<file path="src/design/dbw_regs.vh">
// Register indices, field positions and reset values of the debug breakpoint unit
`ifndef DBW_REGS_VH
`define DBW_REGS_VH
// Register indices (word index; byte address is four times the index)
`define DBW_IDX_EVENT_DATA 8'h16
`define DBW_IDX_STOP_VEC 8'h18
`define DBW_IDX_SCRATCH 8'h20
`define DBW_IDX_IBP_ADDR 8'h30
`define DBW_IDX_IBP_CTRL 8'h40
`define DBW_IDX_DW_FIRST 8'h50
`define DBW_IDX_DW_SECOND 8'h60
`define DBW_IDX_DW_CTRL 8'h70
`define DBW_IDX_RW_MASK 8'h80
`define DBW_IDX_RW_VALUE 8'h90
`define DBW_IDX_RW_CTRL 8'h9C
// Added registers: cause, status, mask, mode
`define DBW_IDX_CAUSE 8'hA0
`define DBW_IDX_IRQ_STAT 8'hA1
`define DBW_IDX_IRQ_MASK 8'hA2
`define DBW_IDX_MODE 8'hA3
// Control field positions
`define DBW_CTRL_EN 0
`define DBW_CTRL_INV 1
`define DBW_CTRL_LOAD 2
`define DBW_CTRL_CORE_LO 16
`define DBW_CTRL_CORE_HI 23
// Writable control bits; reserved bits are dropped on write
`define DBW_IBP_CTRL_MASK 32'h00FF0003
`define DBW_DW_CTRL_MASK 32'h00FF0007
`define DBW_RW_CTRL_MASK 32'h00FF0003
// Cause codes
`define DBW_CAUSE_IBP 3'h3
`define DBW_CAUSE_DW 3'h4
`define DBW_CAUSE_RW 3'h5
// Interrupt status bits
`define DBW_IRQ_IBP 0
`define DBW_IRQ_DW 1
`define DBW_IRQ_RW 2
// Reset values
`define DBW_CTRL_RST 32'h00000000
`define DBW_WORD_RST 32'h00000000
`endif

</file>
<file path="src/design/dbw_unit.v">
// Debug breakpoint, watchpoint and core stop unit with a classic Wishbone slave
// Operation
// - Data watchpoint hit loads event data with the access's effective address.
// - Resource watchpoint hit loads event data with the matching resource identifier.
// - Stop vector has one bit per core; set bit stops core outside debug.
// - After leaving debug, cores marked in the stop vector do not run.
// - Eight shared 32-bit scratch words, reachable from debug and configuration sides.
// - Four instruction breakpoints; enabled one fires when PC matches its address.
// - Control bits 23:16 enable each unit per core, reset to zero.
// - Breakpoint control bit 1 set fires on PC not equal to address.
// - Control bit 0 enables the unit; all units disabled after reset.
// - Four data watchpoints, each bounded by first and second address registers.
// - Data watchpoints fire on stores always, on loads only if bit 2 set.
// - Invert clear: fire when first <= address <= second.
// - Invert set: fire when address < second or address > first... outside, exclusive.
// - Four resource watchpoints, each with mask and compare value registers.
// - Invert clear: fire when identifier AND mask equals compare value.
// - Invert set: fire when masked identifier differs from compare value.
// - Cause recorded as 3 breakpoint, 4 data watch, 5 resource watch.
// - Several hits at once: breakpoint before data watch before resource watch, then the lowest-numbered unit of that class is recorded.
//
// Added by the designer: register access over Wishbone.
`timescale 1ns/10ps
`include "dbw_regs.vh"
module dbw_unit #(
  parameter NUM_CORES = 8,
  parameter NUM_UNITS = 4
) (
  input wire clk_i, // Tile clock
  input wire rst_i, // Synchronous reset, active high
  // Wishbone slave, debug register space
  input wire wb_cyc_i, // Bus cycle
  input wire wb_stb_i, // Strobe
  input wire wb_we_i, // Write enable
  input wire [9:0] wb_adr_i, // Byte address
  input wire [3:0] wb_sel_i, // Byte lanes
  input wire [31:0] wb_dat_i, // Write data
  output reg [31:0] wb_dat_o, // Read data
  output reg wb_ack_o, // Acknowledge
  // Configuration-space port to the scratch words
  input wire cfg_req_i, // Scratch access strobe
  input wire cfg_we_i, // Scratch write
  input wire [2:0] cfg_idx_i, // Scratch word index
  input wire [31:0] cfg_wdata_i, // Scratch write data
  input wire cfg_write_lock_i, // Restrict config side to read-only
  output reg [31:0] cfg_rdata_o, // Scratch read data
  // Pipeline side
  input wire iss_valid_i, // Instruction issued this cycle
  input wire [2:0] iss_core_i, // Issuing logical core
  input wire [31:0] iss_pc_i, // Program counter of issued instruction
  input wire mem_valid_i, // Instruction performs a load or store
  input wire mem_store_i, // 1 store, 0 load
  input wire [31:0] mem_addr_i, // Effective address
  input wire res_valid_i, // Instruction uses a resource
  input wire [31:0] res_id_i, // Resource identifier
  input wire debug_mode_i, // Tile is in debug mode
  output reg dbg_req_o, // One-cycle debug interrupt request
  output reg [NUM_CORES-1:0] core_run_ok_o, // Per-core run permission
  output wire irq_o // Level interrupt to software
);

  // Register storage
  reg [31:0] event_data_reg;
  reg [NUM_CORES-1:0] stop_vec_reg;
  reg [31:0] scratch_reg [0:7];
  reg [31:0] ibp_addr_reg [0:NUM_UNITS-1];
  reg [31:0] ibp_ctrl_reg [0:NUM_UNITS-1];
  reg [31:0] dw_first_reg [0:NUM_UNITS-1];
  reg [31:0] dw_second_reg [0:NUM_UNITS-1];
  reg [31:0] dw_ctrl_reg [0:NUM_UNITS-1];
  reg [31:0] rw_mask_reg [0:NUM_UNITS-1];
  reg [31:0] rw_value_reg [0:NUM_UNITS-1];
  reg [31:0] rw_ctrl_reg [0:NUM_UNITS-1];
  reg [2:0] cause_reg;
  reg [1:0] src_num_reg;
  reg [2:0] irq_stat_reg;
  reg [2:0] irq_mask_reg;
  reg debug_mode_d_reg;

  // Byte-lane merge, used by every bus-writable word but the interrupt mask and status
  function [31:0] lane_merge;
    input [31:0] old_v;
    input [31:0] new_v;
    input [3:0] sel;
    integer b;
    begin
      lane_merge = old_v;
      for (b = 0; b < 4; b = b + 1) begin
        if (sel[b]) begin
          lane_merge[b*8 +: 8] = new_v[b*8 +: 8];
        end
      end
    end
  endfunction

  // Unit armed for this core: enable bit and per-core bit both set
  function armed;
    input [31:0] ctrl;
    input [2:0] core;
    begin
      armed = ctrl[`DBW_CTRL_EN] & ctrl[`DBW_CTRL_CORE_LO + core];
    end
  endfunction

  // Word index decode; low address bits are ignored, every register is a whole word
  wire [7:0] idx = wb_adr_i[9:2];
  // A request already acknowledged is not taken a second time
  wire wb_req = wb_cyc_i & wb_stb_i & ~wb_ack_o;
  wire wb_wr = wb_req & wb_we_i;

  // Hit detection across all units
  // Purely combinational, so the debug request leaves one edge after the issue
  reg [NUM_UNITS-1:0] ibp_hit;
  reg [NUM_UNITS-1:0] dw_hit;
  reg [NUM_UNITS-1:0] rw_hit;
  integer u;
  always @* begin
    ibp_hit = {NUM_UNITS{1'b0}};
    dw_hit = {NUM_UNITS{1'b0}};
    rw_hit = {NUM_UNITS{1'b0}};
    for (u = 0; u < NUM_UNITS; u = u + 1) begin
      // Breakpoint: PC equality, or inequality when inverted
      if (iss_valid_i && armed(ibp_ctrl_reg[u], iss_core_i)) begin
        if (ibp_ctrl_reg[u][`DBW_CTRL_INV]) begin
          ibp_hit[u] = iss_pc_i != ibp_addr_reg[u];
        end else begin
          ibp_hit[u] = iss_pc_i == ibp_addr_reg[u];
        end
      end
      // Data watchpoint: stores always qualify, loads only on request
      if (iss_valid_i && mem_valid_i && armed(dw_ctrl_reg[u], iss_core_i) &&
          (mem_store_i || dw_ctrl_reg[u][`DBW_CTRL_LOAD])) begin
        if (dw_ctrl_reg[u][`DBW_CTRL_INV]) begin
          dw_hit[u] = (mem_addr_i < dw_second_reg[u]) ||
                      (mem_addr_i > dw_first_reg[u]);
        end else begin
          dw_hit[u] = (mem_addr_i >= dw_first_reg[u]) &&
                      (mem_addr_i <= dw_second_reg[u]);
        end
      end
      // Resource watchpoint: masked identifier against the compare value
      if (iss_valid_i && res_valid_i && armed(rw_ctrl_reg[u], iss_core_i)) begin
        if (rw_ctrl_reg[u][`DBW_CTRL_INV]) begin
          rw_hit[u] = (res_id_i & rw_mask_reg[u]) != rw_value_reg[u];
        end else begin
          rw_hit[u] = (res_id_i & rw_mask_reg[u]) == rw_value_reg[u];
        end
      end
    end
  end

  // Lowest set bit, used for each class
  // Searches four units only; more units would need a wider search
  function [1:0] lowest;
    input [3:0] v;
    begin
      lowest = v[0] ? 2'h0 : v[1] ? 2'h1 : v[2] ? 2'h2 : 2'h3;
    end
  endfunction

  // Hits are ignored in debug mode; one event per instruction
  wire any_ibp = |ibp_hit;
  wire any_dw = |dw_hit;
  wire any_rw = |rw_hit;
  wire fire = ~debug_mode_i & (any_ibp | any_dw | any_rw);

  // Cause, source and event data capture; breakpoint takes priority
  // A hit outranks a bus write to event data in the same cycle
  always @(posedge clk_i) begin
    if (rst_i) begin
      cause_reg <= 3'h0;
      src_num_reg <= 2'h0;
      event_data_reg <= `DBW_WORD_RST;
      dbg_req_o <= 1'b0;
    end else begin
      dbg_req_o <= fire;
      if (fire) begin
        if (any_ibp) begin
          cause_reg <= `DBW_CAUSE_IBP;
          src_num_reg <= lowest(ibp_hit);
        end else if (any_dw) begin
          cause_reg <= `DBW_CAUSE_DW;
          src_num_reg <= lowest(dw_hit);
          event_data_reg <= mem_addr_i;
        end else begin
          cause_reg <= `DBW_CAUSE_RW;
          src_num_reg <= lowest(rw_hit);
          event_data_reg <= res_id_i;
        end
      end else if (wb_wr && idx == `DBW_IDX_EVENT_DATA) begin
        event_data_reg <= lane_merge(event_data_reg, wb_dat_i, wb_sel_i);
      end
    end
  end

  // Stop vector keeps only the per-core lanes; upper bits read as zero
  wire [31:0] stop_merge = lane_merge({{(32-NUM_CORES){1'b0}}, stop_vec_reg}, wb_dat_i,
                                      wb_sel_i);

  // Control and address registers written from the bus
  integer k;
  always @(posedge clk_i) begin
    if (rst_i) begin
      stop_vec_reg <= {NUM_CORES{1'b0}};
      irq_mask_reg <= 3'h0;
      // Every unit starts disabled with zeroed addresses
      for (k = 0; k < NUM_UNITS; k = k + 1) begin
        ibp_ctrl_reg[k] <= `DBW_CTRL_RST;
        dw_ctrl_reg[k] <= `DBW_CTRL_RST;
        rw_ctrl_reg[k] <= `DBW_CTRL_RST;
        ibp_addr_reg[k] <= `DBW_WORD_RST;
        dw_first_reg[k] <= `DBW_WORD_RST;
        dw_second_reg[k] <= `DBW_WORD_RST;
        rw_mask_reg[k] <= `DBW_WORD_RST;
        rw_value_reg[k] <= `DBW_WORD_RST;
      end
    end else if (wb_wr) begin
      if (idx == `DBW_IDX_STOP_VEC) begin
        stop_vec_reg <= stop_merge[NUM_CORES-1:0];
      end
      if (idx == `DBW_IDX_IRQ_MASK && wb_sel_i[0]) begin
        irq_mask_reg <= wb_dat_i[2:0];
      end
      for (k = 0; k < NUM_UNITS; k = k + 1) begin
        if (idx == `DBW_IDX_IBP_ADDR + k[7:0]) begin
          ibp_addr_reg[k] <= lane_merge(ibp_addr_reg[k], wb_dat_i, wb_sel_i);
        end
        // Reserved control bits are dropped so they read back zero
        if (idx == `DBW_IDX_IBP_CTRL + k[7:0]) begin
          ibp_ctrl_reg[k] <= lane_merge(ibp_ctrl_reg[k], wb_dat_i, wb_sel_i) &
                             `DBW_IBP_CTRL_MASK;
        end
        if (idx == `DBW_IDX_DW_FIRST + k[7:0]) begin
          dw_first_reg[k] <= lane_merge(dw_first_reg[k], wb_dat_i, wb_sel_i);
        end
        if (idx == `DBW_IDX_DW_SECOND + k[7:0]) begin
          dw_second_reg[k] <= lane_merge(dw_second_reg[k], wb_dat_i, wb_sel_i);
        end
        if (idx == `DBW_IDX_DW_CTRL + k[7:0]) begin
          dw_ctrl_reg[k] <= lane_merge(dw_ctrl_reg[k], wb_dat_i, wb_sel_i) &
                            `DBW_DW_CTRL_MASK;
        end
        if (idx == `DBW_IDX_RW_MASK + k[7:0]) begin
          rw_mask_reg[k] <= lane_merge(rw_mask_reg[k], wb_dat_i, wb_sel_i);
        end
        if (idx == `DBW_IDX_RW_VALUE + k[7:0]) begin
          rw_value_reg[k] <= lane_merge(rw_value_reg[k], wb_dat_i, wb_sel_i);
        end
        if (idx == `DBW_IDX_RW_CTRL + k[7:0]) begin
          rw_ctrl_reg[k] <= lane_merge(rw_ctrl_reg[k], wb_dat_i, wb_sel_i) &
                            `DBW_RW_CTRL_MASK;
        end
      end
    end
  end

  // Scratch words: one set, two access paths; the debug bus wins a same-word clash
  integer s;
  always @(posedge clk_i) begin
    if (rst_i) begin
      for (s = 0; s < 8; s = s + 1) begin
        scratch_reg[s] <= `DBW_WORD_RST;
      end
      cfg_rdata_o <= 32'h00000000;
    end else begin
      // Config read returns the word as it stood before this edge
      if (cfg_req_i) begin
        cfg_rdata_o <= scratch_reg[cfg_idx_i];
      end
      for (s = 0; s < 8; s = s + 1) begin
        if (wb_wr && idx == `DBW_IDX_SCRATCH + s[7:0]) begin
          scratch_reg[s] <= lane_merge(scratch_reg[s], wb_dat_i, wb_sel_i);
        end else if (cfg_req_i && cfg_we_i && !cfg_write_lock_i && cfg_idx_i == s[2:0]) begin
          scratch_reg[s] <= cfg_wdata_i;
        end
      end
    end
  end

  // Core run permission; stop vector only bites outside debug mode
  // Reset leaves every core free to run; the mode flag is delayed to match
  always @(posedge clk_i) begin
    if (rst_i) begin
      core_run_ok_o <= {NUM_CORES{1'b1}};
      debug_mode_d_reg <= 1'b0;
    end else begin
      debug_mode_d_reg <= debug_mode_i;
      core_run_ok_o <= debug_mode_i ? {NUM_CORES{1'b1}} : ~stop_vec_reg;
    end
  end

  // Sticky interrupt status; a new event wins over a clear in the same cycle
  // Only lane 0 of a status write clears anything
  wire [2:0] irq_set = {fire & ~any_ibp & ~any_dw, fire & ~any_ibp & any_dw, fire & any_ibp};
  wire [2:0] irq_clr = (wb_wr && idx == `DBW_IDX_IRQ_STAT && wb_sel_i[0]) ? wb_dat_i[2:0] :
                       3'h0;
  always @(posedge clk_i) begin
    if (rst_i) begin
      irq_stat_reg <= 3'h0;
    end else begin
      irq_stat_reg <= (irq_stat_reg & ~irq_clr) | irq_set;
    end
  end
  assign irq_o = |(irq_stat_reg & irq_mask_reg);

  // Read mux; unmapped words read zero and are still acknowledged
  reg [31:0] rd_data;
  integer r;
  always @* begin
    rd_data = 32'h00000000;
    if (idx == `DBW_IDX_EVENT_DATA) begin
      rd_data = event_data_reg;
    end
    if (idx == `DBW_IDX_STOP_VEC) begin
      rd_data = {{(32-NUM_CORES){1'b0}}, stop_vec_reg};
    end
    if (idx == `DBW_IDX_CAUSE) begin
      rd_data = {14'h0000, src_num_reg, 13'h0000, cause_reg};
    end
    if (idx == `DBW_IDX_IRQ_STAT) begin
      rd_data = {29'h00000000, irq_stat_reg};
    end
    if (idx == `DBW_IDX_IRQ_MASK) begin
      rd_data = {29'h00000000, irq_mask_reg};
    end
    if (idx == `DBW_IDX_MODE) begin
      rd_data = {31'h00000000, debug_mode_d_reg};
    end
    for (r = 0; r < 8; r = r + 1) begin
      if (idx == `DBW_IDX_SCRATCH + r[7:0]) begin
        rd_data = scratch_reg[r];
      end
    end
    for (r = 0; r < NUM_UNITS; r = r + 1) begin
      if (idx == `DBW_IDX_IBP_ADDR + r[7:0]) begin
        rd_data = ibp_addr_reg[r];
      end
      if (idx == `DBW_IDX_IBP_CTRL + r[7:0]) begin
        rd_data = ibp_ctrl_reg[r];
      end
      if (idx == `DBW_IDX_DW_FIRST + r[7:0]) begin
        rd_data = dw_first_reg[r];
      end
      if (idx == `DBW_IDX_DW_SECOND + r[7:0]) begin
        rd_data = dw_second_reg[r];
      end
      if (idx == `DBW_IDX_DW_CTRL + r[7:0]) begin
        rd_data = dw_ctrl_reg[r];
      end
      if (idx == `DBW_IDX_RW_MASK + r[7:0]) begin
        rd_data = rw_mask_reg[r];
      end
      if (idx == `DBW_IDX_RW_VALUE + r[7:0]) begin
        rd_data = rw_value_reg[r];
      end
      if (idx == `DBW_IDX_RW_CTRL + r[7:0]) begin
        rd_data = rw_ctrl_reg[r];
      end
    end
  end

  // Single-wait-state Wishbone answer
  // Read data stays on the bus until the next read
  always @(posedge clk_i) begin
    if (rst_i) begin
      wb_ack_o <= 1'b0;
      wb_dat_o <= 32'h00000000;
    end else begin
      wb_ack_o <= wb_req;
      if (wb_req && !wb_we_i) begin
        wb_dat_o <= rd_data;
      end
    end
  end

endmodule

</file>
<file path="config.mk">
export PLATFORM = sky130hd
export DESIGN_NAME = dbw_unit
export DESIGN_NICKNAME = d
export VERILOG_FILES = /design/src/design/dbw_unit.v
export VERILOG_INCLUDE_DIRS = /design/src /design/src/design
export SDC_FILE = /design/constraint.sdc
export NUM_CORES = 2
export LEC_CHECK = 0
export ABC_AREA = 0
export BUFFER_PORTS_ARGS = -buffer_cell sky130_fd_sc_hd__buf_2
export CAP_MARGIN = 40
export CELL_PAD_IN_SITES_DETAIL_PLACEMENT = 1
export CELL_PAD_IN_SITES_GLOBAL_PLACEMENT = 1
export CORE_MARGIN = 5
export CORE_UTILIZATION = 50
export DETAILED_ROUTE_END_ITERATION = 7
export GPL_TIMING_DRIVEN = 0
export PLACE_DENSITY_LB_ADDON = 0.1
export REMOVE_ABC_BUFFERS = 1
export SLEW_MARGIN = 10
export SYNTH_ARGS = -nofsm -noshare
export SYNTH_HDL_FRONTEND = slang
export SYNTH_SLANG_ARGS = --single-unit
</file>
<file path="constraint.sdc">
create_clock -name clk_i -period 4.4 [get_ports clk_i]
set_clock_uncertainty 0.2 [all_clocks]
set_input_delay 0.22 -clock clk_i [delete_from_list [all_inputs] [get_ports clk_i]]
set_output_delay 0.22 -clock clk_i [all_outputs]
set_load 0.05 [all_outputs]
</file>
==> flow_summary.toml <==
[detailed_routing]
drt-vias-per-instance = 7.31
num_vias = 62300
wl_per_cell_um = 38.3
drtPass1Iterations = 7
wirelength_mm = 327
drc = 0
antenna_left = 0
drtIter0Drc = 9774

[setup_path]
cpMaxStageDelayCell = "nor4_1"
end_kind = "flop"
cp_num_buf_inv = 1
crit_arrival_ps = 5120
rrSetupSlack_ps = -230
reg2reg_to = "event_data_reg[27]"
critical_path.max_stage_delay_ps = 810
crit_required_ps = 4890
reg2regPathDepth = 11
crit_chain = "xor2_1, nor4_1, nand4_1, nor2_1, xnor2_1, o2111ai_1, and2b_2, a21o_4, buf_12, a221oi_1, o2bb2ai_1"
cp-start-kind = "flop"
criticalPathCategory = "flop to flop"
crit_fanout = 8
reg2reg_from = "ibp_addr_reg[3][9]"
critical_path.top_delay_family = "simple AND/OR/NAND/NOR gates"

[sta]
slew_viol_final = 0
fin_crit_sh_pct = 105
hold_viol_final = 0
tns_ps = -4780
slew_headroom_pct = 29.4
period_minus_slack_ps = 4630
achievable-frequency_mhz = 216
setup_slack_ps = -232
setup_viol = 37
finalHoldWorstSlack_ps = 46.8
worst_slew_pin_slew_ps = 1060

[logic_synthesis]
synth-edff-count = 1020
avgSynthCellArea_um2 = 10.5
synthDominantCellAreaShare_pct = 45.3
yosysMostFrequentCell = "edfxtp_1"
synth_common_cells = "1,020 x edfxtp_1, 751 x and3_1, 528 x clkbuf_1"
ys.flop_type = "edfxtp_1"
yosysWarnings = 0
synthArstFlopShare_pct = 0
syn-cell-area_um2 = 67700
yosysUniqueCellTypes = 99
yosysSeqAreaShare_pct = 49.0
synth-seq-cells = 1146
synthTopCellsByArea = "edfxtp_1 45%, and3_1 6.9%, ha_1 4.7%"
synth_area_leader_cell = "edfxtp_1"
postSynthCellCount = 6442

[worst_hold_path]
min_to = "cfg_rdata_o[21]"
hp-start = "cfg_idx_i[1]"
hp-class = "input port to flop"
min_delay_path_depth = 4

[layout]
largest_reg_flops = 256
nets = 7071
drive_above_1_share_pct = 14.7
syn2layout_area_growth_pct = 16.9
final_core_util_pct = 58.6

[placed_design]
io_buffer_count = 265
pre_cts_ws_ps = -1360
hpwlAfterDp_mm = 241
place.gp.congestion = 0.987

[global_route]
grt-ovfl-total = 0
grt_max_degree = 103
grt_usage_pct = 44.3
grt_pass1_vias = 61500
antenna_found_initial = 18
grt_pass1_wl_mm = 451

[job]
maxCapViolCount = 0

[power]
p_per_area_nw_per_um2 = 350
finalPower_w = 0.0277
power.leakage_nw = 31.8
vdd_drop_max_uv = 375

[die]
core_area_um2 = 135000
die_area_um2 = 143000
rows = 135
num_io_pins = 268
start_util_pct = 50.1
die_x_um = 378
die_y_um = 378

[clock_network]
clock-sinks = 1146
clockBufferDepth = 3
root_buffer = "clkbuf_16"
clk_pin_slew_ps = 60
htree_levels = 4
cts_made_buffers = 137
clkLatencyLatePin_ps = 820
cts_tree = "done"

[run_status]
run_status = "finished with violations"
violations = "negative setup slack"
stage by stage:
step           cells  cell area [um2]
6_report        8527            79100
5_1_grt         8517            79100
2_1_floorplan   5817            65200
4_1_cts         8502            78800
3_3_place_gp    7863            68800
3_5_place_dp    8078            72300
cell families (layout without fill, tap and decap cells):
| logic type | Yosys count | after routing | share of synthesized area, % |
|---|---|---|---|
| compound gates | 1721 | 1724 | 18.3 |
| xor+xnor | 199 | 199 | 2.58 |
| fa+ha+maj | 256 | 256 | 4.73 |
| buf+inv | 908 | 1195 | 5.19 |
| flops | 1146 | 1146 | 49.0 |
| mux | 165 | 165 | 4.14 |
| other cells | 0 | 13 | 0 |
| simple gates | 2047 | 2048 | 16.1 |
routing by layer:
layer,track usage (%),vias to the layer above,part of all wire (%)
met4,34.1,6,9.5
met2,66.8,4758,43
li1,-,25200,-
met3,9.64,1147,11
met5,0,-,0.012
met1,55.6,31200,36
how the worst max path moves through the flow:
stage | start | end | slack [ps] | cells past startpoint
floorplan | wb_ack_o | scratch_reg[1][0] | -6070 | 5
global placement | rst_i | scratch_reg[1][17] | -18320 | 5
detailed placement | res_id_i[24] | event_data_reg[13] | -1360 | 12
CTS | dw_first_reg[1][22] | event_data_reg[29] | -2 | 15
global route | wb_adr_i[3] | wb_dat_o[24] | -30 | 14
finish | ibp_addr_reg[3][9] | event_data_reg[27] | -230 | 11
report_power, final:
part	switching [W]	total, W	leakage [nW]	internal [W]
registers	0.000353	0.0127	11.2	0.0123
logic	0.00241	0.00351	18.5	0.00110
clock network	0.00491	0.0115	2.16	0.00660
worst register-to-register path: cells and delay by family (launching register included):
| kind | cells | cell delay [ps] |
|---|---|---|
| AOI/OAI and AO/OA | 4 | 1380 |
| and+or+nand+nor | 4 | 1700 |
| xor gates and xnor gates | 2 | 570 |
| buffers and inverters | 1 | 180 |
| DFF | 1 | 470 |
repair_timing:
action	4_1_cts	5_1_grt
resized for setup	68	32
buffers inserted	18	6
endpoints found under the hold margin	1047	0
gates cloned	3	1
hold buffers	153	0
pin swaps	15	15
endpoints found under the setup margin	53	52
placed cells by master (no fill, tap or decap), drive strengths merged, types with 49 or more instances in the layout:
cell type	instances
o22ai	88
a22o	152
dfxtp	126
xnor2	133
ha	256
a21o	132
o221ai	54
clkinv	49
mux4	91
nor3	141
nand2b	51
o21ai	307
buf	505
mux2i	66
dlygate4sd3	153
inv	285
nand3	73
a211oi	114
xor2	66
nor4	54
clkbuf	188
edfxtp	1020
and3	751
a221oi	151
nand2	404
nor2	344
nand4	83
a21oi	266
layout make-up:
class | instances | area (um2)
Tap cell | 1781 | 2230
Timing Repair Buffer | 662 | 6220
Clock inverter | 62 | 514
Antenna cell | 13 | 32.5
Clock buffer | 188 | 3890
Fill cell | 14000 | 55900
Multi-Input combinational cell | 4392 | 32000
Sequential cell | 1146 | 33200
Inverter | 283 | 1060
No activity file was read; power rests on OpenSTA's default activity.
